$ cat src/hdl/srbs_pkg.sv
/*
 * shared constants for the stack/return bus sequencer.
 * assumes one clock, synchronous active-high reset.
 */
package srbs_pkg;
    // ------------------------------------------------------------------
    // address source selection
    // ------------------------------------------------------------------
    localparam logic [2:0] SRC_PC     = 3'h0; // opcode fetch address
    localparam logic [2:0] SRC_MEMPTR = 3'h1; // memory pointer pair
    localparam logic [2:0] SRC_CNTR   = 3'h2; // counter pair (io write)
    localparam logic [2:0] SRC_SP     = 3'h3; // stack pointer
    localparam logic [2:0] SRC_SP_P1  = 3'h4; // stack pointer plus one
    localparam logic [2:0] SRC_SP_M1  = 3'h5; // stack pointer minus one
    localparam logic [2:0] SRC_SP_M2  = 3'h6; // stack pointer minus two
    localparam logic [2:0] SRC_NONE   = 3'h7; // idle, undefined address

    // ------------------------------------------------------------------
    // machine cycle kinds
    // ------------------------------------------------------------------
    localparam logic [2:0] MC_FETCH1 = 3'h0; // first opcode byte
    localparam logic [2:0] MC_FETCH2 = 3'h1; // later opcode byte
    localparam logic [2:0] MC_MRD    = 3'h2; // memory read
    localparam logic [2:0] MC_MWR    = 3'h3; // memory write
    localparam logic [2:0] MC_IOWR   = 3'h4; // io write
    localparam logic [2:0] MC_IDLE   = 3'h5; // internal idle state
    localparam logic [2:0] MC_RDSLP  = 3'h6; // memory read, sleep low
    localparam logic [2:0] MC_REFET  = 3'h7; // refetch, status high

    // ------------------------------------------------------------------
    // instruction groups
    // ------------------------------------------------------------------
    localparam logic [3:0] OP_BLKOUT  = 4'h0; // block output repeat
    localparam logic [3:0] OP_POP     = 4'h1;
    localparam logic [3:0] OP_POPIDX  = 4'h2;
    localparam logic [3:0] OP_PUSH    = 4'h3;
    localparam logic [3:0] OP_PUSHIDX = 4'h4;
    localparam logic [3:0] OP_RET     = 4'h5;
    localparam logic [3:0] OP_RETC    = 4'h6; // conditional exit
    localparam logic [3:0] OP_INTERRUPT_RETURN    = 4'h7; // default return variant
    localparam logic [3:0] OP_RETI10  = 4'h8; // ten-cycle variant
    localparam logic [3:0] OP_ROTA    = 4'h9; // accumulator rotate
    localparam logic [3:0] OP_ROTR    = 4'hA; // prefixed reg rotate

    // ------------------------------------------------------------------
    // sizing and timing
    // ------------------------------------------------------------------
    localparam int          MAX_MC     = 10; // longest sequence
    localparam logic [3:0]  MC_LAST    = 4'h9;
    localparam logic [1:0]  T_BUS_LAST = 2'h2; // three states per access
    localparam int          T_STATE_NS = 25;   // one clock per T-state
    localparam int          CLK_NS     = 25;
    localparam int          T_CYCLES   = (T_STATE_NS + CLK_NS - 1) / CLK_NS;
endpackage : srbs_pkg

$ cat src/hdl/srbs_sequencer.sv
/*
 * machine-cycle sequencer: walks each instruction group through its
 * bus cycles and drives address, data direction and bus strobes.
 * assumes start pulses only while idle, synchronous active-high reset.
 */
// What this block does
// RL1 - first fetch: read, memory, fetch low
// RL2 - second fetch same, status high
// RL3 - idle states: strobes high, data floats
// RL4 - block out zero: fetch, fetch, read, write
// RL5 - io write uses counter pair address
// RL6 - pair pop reads stack, stack plus one
// RL7 - index pop: two fetches then reads
// RL8 - pair push: two idles, writes below stack
// RL9 - index push: two fetches, two idles, writes
// RL10 - exit reads stack then stack plus one
// RL11 - false conditional exit: two idles only
// RL12 - true conditional exit: idle then reads
// RL13 - interrupt return: sleep low on first read
// RL14 - ten-cycle return with two refetches
// RL15 - compat bit picks where fetch goes low
// RL16 - accumulator rotate: single fetch only
// RL17 - prefixed rotate: two fetches, one idle
// RL18 - block out nonzero: two trailing idles
// RL19 - one clock per state, three-state access
`timescale 1ns/1ps
module srbs_sequencer
    import srbs_pkg::*;
(
    input  wire logic        CLK,
    input  wire logic        RST,
    input  wire logic        START,
    input  wire logic [3:0]  GROUP,
    input  wire logic        COND_TRUE,
    input  wire logic        COUNT_ZERO,
    input  wire logic        IO_COMPAT_BIT,
    input  wire logic [15:0] PC,
    input  wire logic [15:0] STACK_POINTER,
    input  wire logic [15:0] MEMORY_POINTER_PAIR,
    input  wire logic [15:0] COUNTER_PAIR,
    input  wire logic [7:0]  DATA_OUT,
    output logic      [15:0] ADDR,
    output logic      [7:0]  DATA_O,
    output logic             DATA_OE,
    output logic             READ_N,
    output logic             STORE_N,
    output logic             MEMORY_REQUEST_N,
    output logic             IO_REQUEST_N,
    output logic             OPCODE_FETCH_CYCLE_N,
    output logic             SLEEP_N,
    output logic             STATUS_INDICATOR,
    output logic             BUSY,
    output logic             DONE
);
    // ------------------------------------------------------------------
    // state machine
    // ------------------------------------------------------------------
    typedef enum logic [3:0] {
        S_IDLE = 4'b0001, // waiting for start
        S_LOOK = 4'b0010, // table read for current step
        S_BUS  = 4'b0100, // three-state bus access
        S_TI   = 4'b1000  // one internal idle state
    } srbs_state_t;

    srbs_state_t state_ff, nxt_state;
    logic [3:0]  group_ff;   // latched group
    logic        cond_ff;    // latched condition
    logic        zero_ff;    // latched count zero
    logic        compat_ff;  // latched compat bit
    logic [3:0]  step_ff;    // machine cycle index
    logic [1:0]  tst_ff;     // T-state within access
    logic [2:0]  kind_ff;    // table output
    logic [3:0]  len_ff;     // table length
    logic        done_ff;    // end-of-sequence pulse
    logic [3:0]  nxt_step;   // step the table reads ahead

    // ------------------------------------------------------------------
    // sequence table and address select
    // ------------------------------------------------------------------
    srbs_seq_rom u_rom (
        .CLK     (CLK),
        .RST     (RST),
        .group_i (BUSY ? group_ff : GROUP),
        .cond_i  (BUSY ? cond_ff : COND_TRUE),
        .zero_i  (BUSY ? zero_ff : COUNT_ZERO),
        .step_i  (nxt_step),
        .kind_ff (kind_ff),
        .len_ff  (len_ff)
    );

    wire        in_bus   = (state_ff == S_BUS);
    wire        in_ti    = (state_ff == S_TI);
    wire        is_idle  = (kind_ff == MC_IDLE);
    wire        last_mc  = (step_ff == 4'(len_ff - 4'h1));
    wire        bus_end  = in_bus && (tst_ff == T_BUS_LAST); // see RL19
    wire        mc_end   = bus_end || in_ti;
    assign nxt_step = (state_ff == S_IDLE) ? 4'h0 :
                      mc_end ? 4'(step_ff + 4'h1) : step_ff;
    wire [15:0] addr_w;
    wire [2:0]  src_w;

    // address source by kind and step position
    function automatic logic [2:0] pick_src(input logic [2:0] k,
                                            input logic [3:0] g,
                                            input logic       sec);
        if (k == MC_FETCH1 || k == MC_FETCH2 || k == MC_REFET)
            pick_src = SRC_PC;
        else if (k == MC_IOWR)
            pick_src = SRC_CNTR; // see RL5
        else if (k == MC_MWR)
            pick_src = sec ? SRC_SP_M2 : SRC_SP_M1; // see RL8
        else if (k == MC_MRD && g == OP_BLKOUT)
            pick_src = SRC_MEMPTR; // see RL4
        else if (k == MC_MRD || k == MC_RDSLP)
            pick_src = sec ? SRC_SP_P1 : SRC_SP; // see RL6
        else
            pick_src = SRC_NONE;
    endfunction : pick_src

    // second stack byte is the last cycle of every stack sequence
    wire second_b = last_mc;
    assign src_w  = pick_src(kind_ff, group_ff, second_b);

    srbs_addr_sel u_addr (
        .src_i    (src_w),
        .pc_i     (PC),
        .sp_i     (STACK_POINTER),
        .memptr_i (MEMORY_POINTER_PAIR),
        .cntr_i   (COUNTER_PAIR),
        .addr_o   (addr_w)
    );

    // ------------------------------------------------------------------
    // next state
    // ------------------------------------------------------------------
    always_comb begin
        nxt_state = state_ff;
        unique case (state_ff)
            S_IDLE: if (START) nxt_state = S_LOOK;
            S_LOOK: nxt_state = is_idle ? S_TI : S_BUS; // see RL3
            S_BUS:  if (bus_end)
                        nxt_state = last_mc ? S_IDLE : S_LOOK;
            S_TI:   nxt_state = last_mc ? S_IDLE : S_LOOK;
            default: nxt_state = S_IDLE;
        endcase
    end

    // state and counters
    always_ff @(posedge CLK) begin
        if (RST) begin
            state_ff <= S_IDLE;
            step_ff  <= 4'h0;
            tst_ff   <= 2'h0;
            done_ff  <= 1'b0;
        end else begin
            state_ff <= nxt_state;
            done_ff  <= mc_end && last_mc;
            tst_ff   <= in_bus ? 2'(tst_ff + 2'h1) : 2'h0;
            step_ff  <= nxt_step;
        end
    end

    // latch instruction inputs at start
    always_ff @(posedge CLK) begin
        if (RST) begin
            group_ff  <= OP_ROTA;
            cond_ff   <= 1'b0;
            zero_ff   <= 1'b1;
            compat_ff <= 1'b0;
        end else if (state_ff == S_IDLE && START) begin
            group_ff  <= GROUP;
            cond_ff   <= COND_TRUE;
            zero_ff   <= COUNT_ZERO;
            compat_ff <= IO_COMPAT_BIT;
        end
    end

    // ------------------------------------------------------------------
    // strobe decode
    // ------------------------------------------------------------------
    wire fetch_k  = (kind_ff == MC_FETCH1) || (kind_ff == MC_FETCH2);
    wire reti10   = (group_ff == OP_RETI10);
    wire read_k   = fetch_k || (kind_ff == MC_REFET) ||
                    (kind_ff == MC_MRD) || (kind_ff == MC_RDSLP);
    wire write_k  = (kind_ff == MC_MWR) || (kind_ff == MC_IOWR);
    // fetch low per compat bit in ten-cycle return
    wire m1_low   = reti10 ? (fetch_k ? compat_ff :
                              (kind_ff == MC_REFET))
                           : fetch_k; // see RL15
    wire status_h = !(kind_ff == MC_FETCH1) ||
                    (reti10 && step_ff != 4'h0); // see RL2

    // registered bus outputs: held for the whole access
    always_ff @(posedge CLK) begin
        if (RST) begin
            ADDR                 <= 16'hFFFF;
            DATA_O               <= 8'h00;
            DATA_OE              <= 1'b0;
            READ_N               <= 1'b1;
            STORE_N              <= 1'b1;
            MEMORY_REQUEST_N     <= 1'b1;
            IO_REQUEST_N         <= 1'b1;
            OPCODE_FETCH_CYCLE_N <= 1'b1;
            SLEEP_N              <= 1'b1;
            STATUS_INDICATOR     <= 1'b1;
        end else if (nxt_state == S_BUS && state_ff == S_LOOK) begin
            ADDR                 <= addr_w;
            DATA_O               <= DATA_OUT;
            DATA_OE              <= write_k;
            READ_N               <= !read_k; // see RL1
            STORE_N              <= !write_k;
            MEMORY_REQUEST_N     <= (kind_ff == MC_IOWR);
            IO_REQUEST_N         <= (kind_ff != MC_IOWR); // see RL5
            OPCODE_FETCH_CYCLE_N <= !m1_low;
            SLEEP_N              <= (kind_ff != MC_RDSLP); // see RL13
            STATUS_INDICATOR     <= status_h;
        end else if (!(in_bus && !bus_end)) begin
            ADDR                 <= 16'hFFFF; // undefined, see RL3
            DATA_OE              <= 1'b0;
            READ_N               <= 1'b1;
            STORE_N              <= 1'b1;
            MEMORY_REQUEST_N     <= 1'b1;
            IO_REQUEST_N         <= 1'b1;
            OPCODE_FETCH_CYCLE_N <= 1'b1;
            SLEEP_N              <= 1'b1;
            STATUS_INDICATOR     <= 1'b1;
        end
    end

    assign BUSY = (state_ff != S_IDLE);
    assign DONE = done_ff;

    // ------------------------------------------------------------------
    // checks
    // ------------------------------------------------------------------
    AST_IDLE_QUIET: assert property (@(posedge CLK) disable iff (RST) // see RL3
        in_ti |=> (READ_N && STORE_N && MEMORY_REQUEST_N && !DATA_OE))
        else $error("strobe active in idle state");
    AST_IOWR_STROBES: assert property (@(posedge CLK) disable iff (RST) // see RL5
        !IO_REQUEST_N |-> (!STORE_N && READ_N && MEMORY_REQUEST_N))
        else $error("io write strobes wrong");
    AST_BUS_THREE: assert property (@(posedge CLK) disable iff (RST) // see RL19
        $fell(READ_N) |-> !READ_N [*3] ##1 READ_N)
        else $error("read access not three states");
    AST_WRITE_MEM: assert property (@(posedge CLK) disable iff (RST) // see RL8
        ($fell(STORE_N) && IO_REQUEST_N) |-> !MEMORY_REQUEST_N)
        else $error("memory write without request");
    AST_FETCH_READ: assert property (@(posedge CLK) disable iff (RST) // see RL1
        !OPCODE_FETCH_CYCLE_N |-> (!READ_N && !MEMORY_REQUEST_N))
        else $error("fetch without read");
    AST_SLEEP_READ: assert property (@(posedge CLK) disable iff (RST) // see RL13
        !SLEEP_N |-> (!READ_N && OPCODE_FETCH_CYCLE_N))
        else $error("sleep low outside stack read");
    AST_ROTA_ONE: assert property (@(posedge CLK) disable iff (RST) // see RL16
        (state_ff == S_IDLE && START && GROUP == OP_ROTA) |-> ##5 DONE)
        else $error("accumulator rotate not one cycle");
    AST_FIRST_STATUS: assert property (@(posedge CLK) disable iff (RST) // see RL2
        !STATUS_INDICATOR |-> !READ_N && (!OPCODE_FETCH_CYCLE_N ||
            (reti10 && !compat_ff)))
        else $error("status low outside first fetch");
endmodule : srbs_sequencer

$ cat src/hdl/srbs_seq_rom.sv
/*
 * sequence table: machine cycle kind for each step of an instruction
 * group, plus sequence length. registered output.
 * assumes the caller holds group and step stable for the read.
 */
`timescale 1ns/1ps
module srbs_seq_rom
    import srbs_pkg::*;
(
    input  wire logic       CLK,
    input  wire logic       RST,
    input  wire logic [3:0] group_i,
    input  wire logic       cond_i,
    input  wire logic       zero_i,
    input  wire logic [3:0] step_i,
    output logic      [2:0] kind_ff,
    output logic      [3:0] len_ff
);
    // ------------------------------------------------------------------
    // table lookup
    // ------------------------------------------------------------------
    logic [2:0] nxt_kind; // kind at requested step
    logic [3:0] nxt_len;  // cycles in whole sequence

    // decode group into cycle list
    always_comb begin
        nxt_kind = MC_IDLE;
        nxt_len  = 4'h1;
        unique case (group_i)
            OP_BLKOUT: begin // see RL4
                nxt_len = zero_i ? 4'h4 : 4'h6; // see RL18
                case (step_i)
                    4'h0: nxt_kind = MC_FETCH1;
                    4'h1: nxt_kind = MC_FETCH2;
                    4'h2: nxt_kind = MC_MRD;
                    4'h3: nxt_kind = MC_IOWR; // see RL5
                    default: nxt_kind = MC_IDLE;
                endcase
            end
            OP_POP: begin // see RL6
                nxt_len  = 4'h3;
                nxt_kind = (step_i == 4'h0) ? MC_FETCH1 : MC_MRD;
            end
            OP_POPIDX: begin // see RL7
                nxt_len  = 4'h4;
                nxt_kind = (step_i == 4'h0) ? MC_FETCH1 :
                           (step_i == 4'h1) ? MC_FETCH2 : MC_MRD;
            end
            OP_PUSH: begin // see RL8
                nxt_len  = 4'h5;
                nxt_kind = (step_i == 4'h0) ? MC_FETCH1 :
                           (step_i < 4'h3)  ? MC_IDLE : MC_MWR;
            end
            OP_PUSHIDX: begin // see RL9
                nxt_len  = 4'h6;
                nxt_kind = (step_i == 4'h0) ? MC_FETCH1 :
                           (step_i == 4'h1) ? MC_FETCH2 :
                           (step_i < 4'h4)  ? MC_IDLE : MC_MWR;
            end
            OP_RET: begin // see RL10
                nxt_len  = 4'h3;
                nxt_kind = (step_i == 4'h0) ? MC_FETCH1 : MC_MRD;
            end
            OP_RETC: begin
                if (!cond_i) begin // see RL11
                    nxt_len  = 4'h3;
                    nxt_kind = (step_i == 4'h0) ? MC_FETCH1 : MC_IDLE;
                end else begin // see RL12
                    nxt_len  = 4'h4;
                    nxt_kind = (step_i == 4'h0) ? MC_FETCH1 :
                               (step_i == 4'h1) ? MC_IDLE : MC_MRD;
                end
            end
            OP_INTERRUPT_RETURN: begin // see RL13
                nxt_len  = 4'h4;
                nxt_kind = (step_i == 4'h0) ? MC_FETCH1 :
                           (step_i == 4'h1) ? MC_FETCH2 :
                           (step_i == 4'h2) ? MC_RDSLP : MC_MRD;
            end
            OP_RETI10: begin // see RL14
                nxt_len = 4'hA;
                case (step_i)
                    4'h0: nxt_kind = MC_FETCH1;
                    4'h1: nxt_kind = MC_FETCH2;
                    4'h5: nxt_kind = MC_REFET;
                    4'h7: nxt_kind = MC_REFET;
                    4'h8: nxt_kind = MC_MRD;
                    4'h9: nxt_kind = MC_MRD;
                    default: nxt_kind = MC_IDLE;
                endcase
            end
            OP_ROTA: begin // see RL16
                nxt_len  = 4'h1;
                nxt_kind = MC_FETCH1;
            end
            OP_ROTR: begin // see RL17
                nxt_len  = 4'h3;
                nxt_kind = (step_i == 4'h0) ? MC_FETCH1 :
                           (step_i == 4'h1) ? MC_FETCH2 : MC_IDLE;
            end
            default: begin // unused group codes act as one fetch
                nxt_len  = 4'h1;
                nxt_kind = MC_FETCH1;
            end
        endcase
    end

    // register the table output
    always_ff @(posedge CLK) begin
        if (RST) begin
            kind_ff <= MC_IDLE;
            len_ff  <= 4'h1;
        end else begin
            kind_ff <= nxt_kind;
            len_ff  <= nxt_len;
        end
    end
endmodule : srbs_seq_rom

$ cat src/hdl/srbs_addr_sel.sv
/*
 * address source selection and stack offsets for one bus cycle.
 * assumes stack pointer and pairs are stable during the instruction.
 */
`timescale 1ns/1ps
module srbs_addr_sel
    import srbs_pkg::*;
(
    input  wire logic [2:0]  src_i,
    input  wire logic [15:0] pc_i,
    input  wire logic [15:0] sp_i,
    input  wire logic [15:0] memptr_i,
    input  wire logic [15:0] cntr_i,
    output logic      [15:0] addr_o
);
    // ------------------------------------------------------------------
    // offsets around the stack pointer
    // ------------------------------------------------------------------
    wire [15:0] sp_p1 = 16'(sp_i + 16'h0001); // pop second byte
    wire [15:0] sp_m1 = 16'(sp_i - 16'h0001); // push high byte
    wire [15:0] sp_m2 = 16'(sp_i - 16'h0002); // push low byte

    assign addr_o = (src_i == SRC_PC)     ? pc_i     :
                    (src_i == SRC_MEMPTR) ? memptr_i :
                    (src_i == SRC_CNTR)   ? cntr_i   :
                    (src_i == SRC_SP)     ? sp_i     :
                    (src_i == SRC_SP_P1)  ? sp_p1    :
                    (src_i == SRC_SP_M1)  ? sp_m1    :
                    (src_i == SRC_SP_M2)  ? sp_m2    : 16'hFFFF;
endmodule : srbs_addr_sel

$ cat config.mk
export PLATFORM = sky130hd
export DESIGN_NAME = srbs_sequencer
export DESIGN_NICKNAME = d
export VERILOG_FILES = /design/src/hdl/srbs_pkg.sv /design/src/hdl/srbs_sequencer.sv /design/src/hdl/srbs_seq_rom.sv /design/src/hdl/srbs_addr_sel.sv
export SDC_FILE = /design/constraint.sdc
export NUM_CORES = 1
export LEC_CHECK = 0
export BUFFER_PORTS_ARGS = -buffer_cell sky130_fd_sc_hd__buf_2
export CAP_MARGIN = 20
export CELL_PAD_IN_SITES_DETAIL_PLACEMENT = 1
export CELL_PAD_IN_SITES_GLOBAL_PLACEMENT = 2
export CORE_AREA = 3 3 174 91
export CTS_BUF_LIST = sky130_fd_sc_hd__clkbuf_8 sky130_fd_sc_hd__clkbuf_16
export CTS_CLUSTER_DIAMETER = 60
export DETAILED_ROUTE_END_ITERATION = 8
export DIE_AREA = 0 0 177 94
export PLACE_DENSITY_LB_ADDON = 0.1
export SYNTH_ARGS = -nofsm -noshare
export SYNTH_HDL_FRONTEND = slang
export SYNTH_HIERARCHICAL = 1
export SYNTH_SLANG_ARGS = --single-unit
$ cat constraint.sdc
create_clock -name CLK -period 5.5 [get_ports CLK]
set_input_delay 1.1 -clock CLK [delete_from_list [all_inputs] [get_ports CLK]]
set_output_delay 1.1 -clock CLK [all_outputs]
set_load 0.01 [all_outputs]
==> results.py <==
metrics = {
    "final_layout": {
        "nets": 783,
        "area_growth_pct": 18.8,
        "drive_above_1_share_pct": 25.3,
        "final_core_util_pct": 39.1,
        "fill_cells": 1797,
        "antenna_cells": 0,
    },
    "sta": {
        "finalCriticalPeriod_ns": 4.00,
        "clock.fmax_ghz": 0.250,
        "timing.hold.ws_ns": 0.423,
        "rsz0062_at_grt": "false",
        "clock-skew-final_ns": 0.00790,
        "setup_tns_ns": 0,
        "slew_headroom_pct": 29.4,
        "setup_violations": 0,
        "timing.final.ws_setup_ns": 1.50,
        "fin_crit_sh_pct": 72.8,
        "slew_viol_final": 0,
        "hold_viol_final": 0,
        "tightest_slew_ns": 1.06,
    },
    "clock_network": {
        "cts.repair.resized": 0,
        "cts.sinks": 57,
        "h-tree-depth": 3,
        "cts_buffer_depth": 2,
        "cts_tree": "built",
        "clk_latency_ns": 0.33,
        "cts_hold_buf": 0,
        "cts.reportedPaths.clkPinSlew_ns": 0.06,
        "cts_buffers": 9,
        "cts_root_buffer": "clkbuf_16",
        "cts_setup_buffers": 0,
    },
    "synthesis": {
        "synth_common_cells": "dfxtp_1 (57), nor2_1 (50), nand2_1 (47), a21oi_1 (42), nand2b_1 (34)",
        "syn-num-nets": 707,
        "postSynth.asyncResetShare_pct": 0,
        "dominantRegCellSynth": "dfxtp_1",
        "avgSynthCellArea_um2": 7.69,
        "synth_top_area_share_pct": 24.1,
        "synth_seq_cells": 57,
        "synthCells": 616,
        "ys_warn_count": 6,
        "ys_seq_area_share_pct": 24.1,
        "ys_types": 79,
        "synth_area_leaders": "dfxtp_1 (24%), nand2b_1 (4.5%), a21oi_1 (4.4%), nor2_1 (4.0%), o22ai_1 (3.8%)",
        "synth.most_common_cell": "dfxtp_1",
        "synth_edf_count": 0,
        "syn-cell-area_um2": 4740,
        "synth_top_cell_by_area": "dfxtp_1",
    },
    "place": {
        "dp_hpwl_um": 12700,
        "finalWeightedCongestion": 0.837,
        "port_buffers": 115,
        "place_ws_ns": 1.53,
    },
    "critical_path": {
        "path_cells": "inv_1 -> ha_1 -> xnor3_1 -> nand3_1 -> nor2_1 -> a221o_1 -> nand3b_1 -> a21oi_1 -> nor2_1 -> a221oi_1 -> nor3_1 -> o22ai_1 -> nand2b_1",
        "r2r-start": "u_rom/len_ff[0]",
        "crit_path_start": "u_rom/len_ff[0]",
        "reg2reg_slack_ns": 1.50,
        "end_kind": "flip-flop",
        "reg2regPathDepth": 13,
        "cp.arrival_ns": 4.21,
        "required_ns": 5.71,
        "worst_setup_path_start_kind": "flip-flop",
        "cpMostUsedCell": "nor2_1",
        "worst-path-max-fanout": 19,
        "reg2reg_to": "ADDR[7]",
        "critPathKind": "reg2reg",
        "max_stage_delay_ns": 0.70,
        "crit_path_end": "ADDR[7]",
        "cp_slowest_cell": "a221o_1",
    },
    "routing": {
        "vias": 5007,
        "wl_per_cell_um": 19.4,
        "met2WireLength_um": 7560,
        "drt_first_iter_violations": 314,
        "highest_layer": "met4",
        "drt-vias-per-instance": 5.59,
        "routed_wl_um": 17300,
        "met1Wirelength_um": 8780,
        "wl_met3_um": 842,
        "drc": 0,
        "ant_nets": 0,
        "first_pass_iters": 4,
    },
    "flow_run": {
        "cap_viol_max_count": 0,
    },
    "power": {
        "leakage_nw": 2.11,
        "power_density_nw_per_um2": 252,
        "irDropWorstVdd_mv": 0.125,
    },
    "floorplanning": {
        "placementRows": 31,
        "pin_count": 116,
        "core_area_um2": 14400,
        "start_util_pct": 32.9,
        "fp.dieW_um": 177,
        "fp.dieH_um": 94,
        "dieArea_um2": 16600,
    },
    "global_routing": {
        "grt_pass1_wl_um": 27600,
        "grt-ovfl-total": 0,
        "antenna_found_initial": 0,
        "grt_max_degree": 59,
        "grt_pass1_vias": 5013,
        "track_usage_pct": 20.7,
    },
    "hold_path": {
        "worstHoldPathType": "reg2reg",
    },
    "run_status": {
        "status": "completed",
    },
}
-- metrics by stage --
step / area, um^2 / total power (W) / instances
after floorplan: 4740 / 0.000761 / 616
after global placement: 5340 / 0.000889 / 879
after detailed placement: 5340 / 0.000892 / 879
after CTS: 5630 / 0.00144 / 895
after global routing: 5630 / 0.00151 / 895
final: 5630 / 0.00142 / 895
-- critical path, delay by kind of cell (launching register included) --
kind | cells | cell delay [ns]
flip-flops | 1 | 0.36
buffers and inverters | 1 | 0.06
AND/OR/NAND/NOR | 6 | 1.24
AO/OA/AOI/OAI | 4 | 1.67
XOR/XNOR | 1 | 0.36
adder cells (fa/ha/maj) | 1 | 0.19
-- report_power, final --
part           total [W]  switching, W  internal (W)
Sequential      0.000446     0.0000171      0.000429
Combinational   0.000440      0.000269      0.000171
Clock           0.000533      0.000220      0.000313
Total            0.00142      0.000506      0.000912
-- how the worst min path moves through the flow --
stage / start / to / depth (start not counted)
after floorplan: tst_ff[0] / tst_ff[0] / 1
after global placement: tst_ff[0] / tst_ff[0] / 1
after detailed placement: tst_ff[0] / tst_ff[0] / 1
after CTS: tst_ff[0] / tst_ff[0] / 1
after global routing: tst_ff[0] / tst_ff[0] / 1
final: tst_ff[0] / tst_ff[0] / 1
-- sequential cells by signal, summed over array words and instances (netlist names) --
| register | flops |
|---|---|
| group_ff | 4 |
| SLEEP_N | 1 |
| MEMORY_REQUEST_N | 1 |
| tst_ff | 2 |
| DATA_OE | 1 |
| state_ff | 4 |
| DONE | 1 |
| DATA_O | 8 |
| STORE_N | 1 |
| OPCODE_FETCH_CYCLE_N | 1 |
| IO_REQUEST_N | 1 |
| ADDR | 16 |
| cond_ff | 1 |
| READ_N | 1 |
| zero_ff | 1 |
| u_rom/len_ff | 4 |
| STATUS_INDICATOR | 1 |
| compat_ff | 1 |
| step_ff | 4 |
| u_rom/kind_ff | 3 |
-- routing by layer --
| layer | vias to the layer above | track usage, % |
|---|---|---|
| met4 | 0 | 4.05 |
| met2 | 99 | 32.2 |
| li1 | 2433 | - |
| met1 | 2461 | 29.8 |
| met5 | - | 0 |
| met3 | 14 | 4.04 |
-- kinds of logic (layout without fill, tap and decap cells) --
family	Yosys count	count (layout)	synth area share [%]
simple gates	228	228	25.5
compound gates	188	188	27.0
buf+inv	75	156	7.55
flops	57	57	24.1
mux	32	32	8.21
xor+xnor	27	27	5.28
fa+ha+maj	9	9	2.38
-- cells in the final DEF (no fill, tap or decap), types with 6 or more instances in the layout --
cell type  count
ha_1           9
xnor2_1        9
nand4_1        6
xor2_1        17
nand3_1       18
mux2i_1       13
o211ai_1       6
a31oi_1        7
or3_1          6
a22oi_1        8
mux2_2        15
inv_1         19
o32ai_1        6
a211oi_1       6
nand2b_1      34
clkbuf_16      9
nor2_1        50
a211o_1        6
buf_2        115
nor3_1        19
dfxtp_1       57
o22ai_1       29
o21ai_0       29
buf_4          6
nand2_1       47
a21oi_1       42
nor4_1         9
-- area by class of cell --
class                      count  area (um^2)  area share (%)
multi-input combinational    484         3260            57.9
sequential                    57         1140            20.3
clock inverter                 7         61.3            1.09
clock buffer                   9          225            4.00
timing repair buffer         121          621            11.0
tap                          198          248            4.40
inverter                      19         71.3            1.27
No activity file was read; power rests on OpenSTA's default activity.
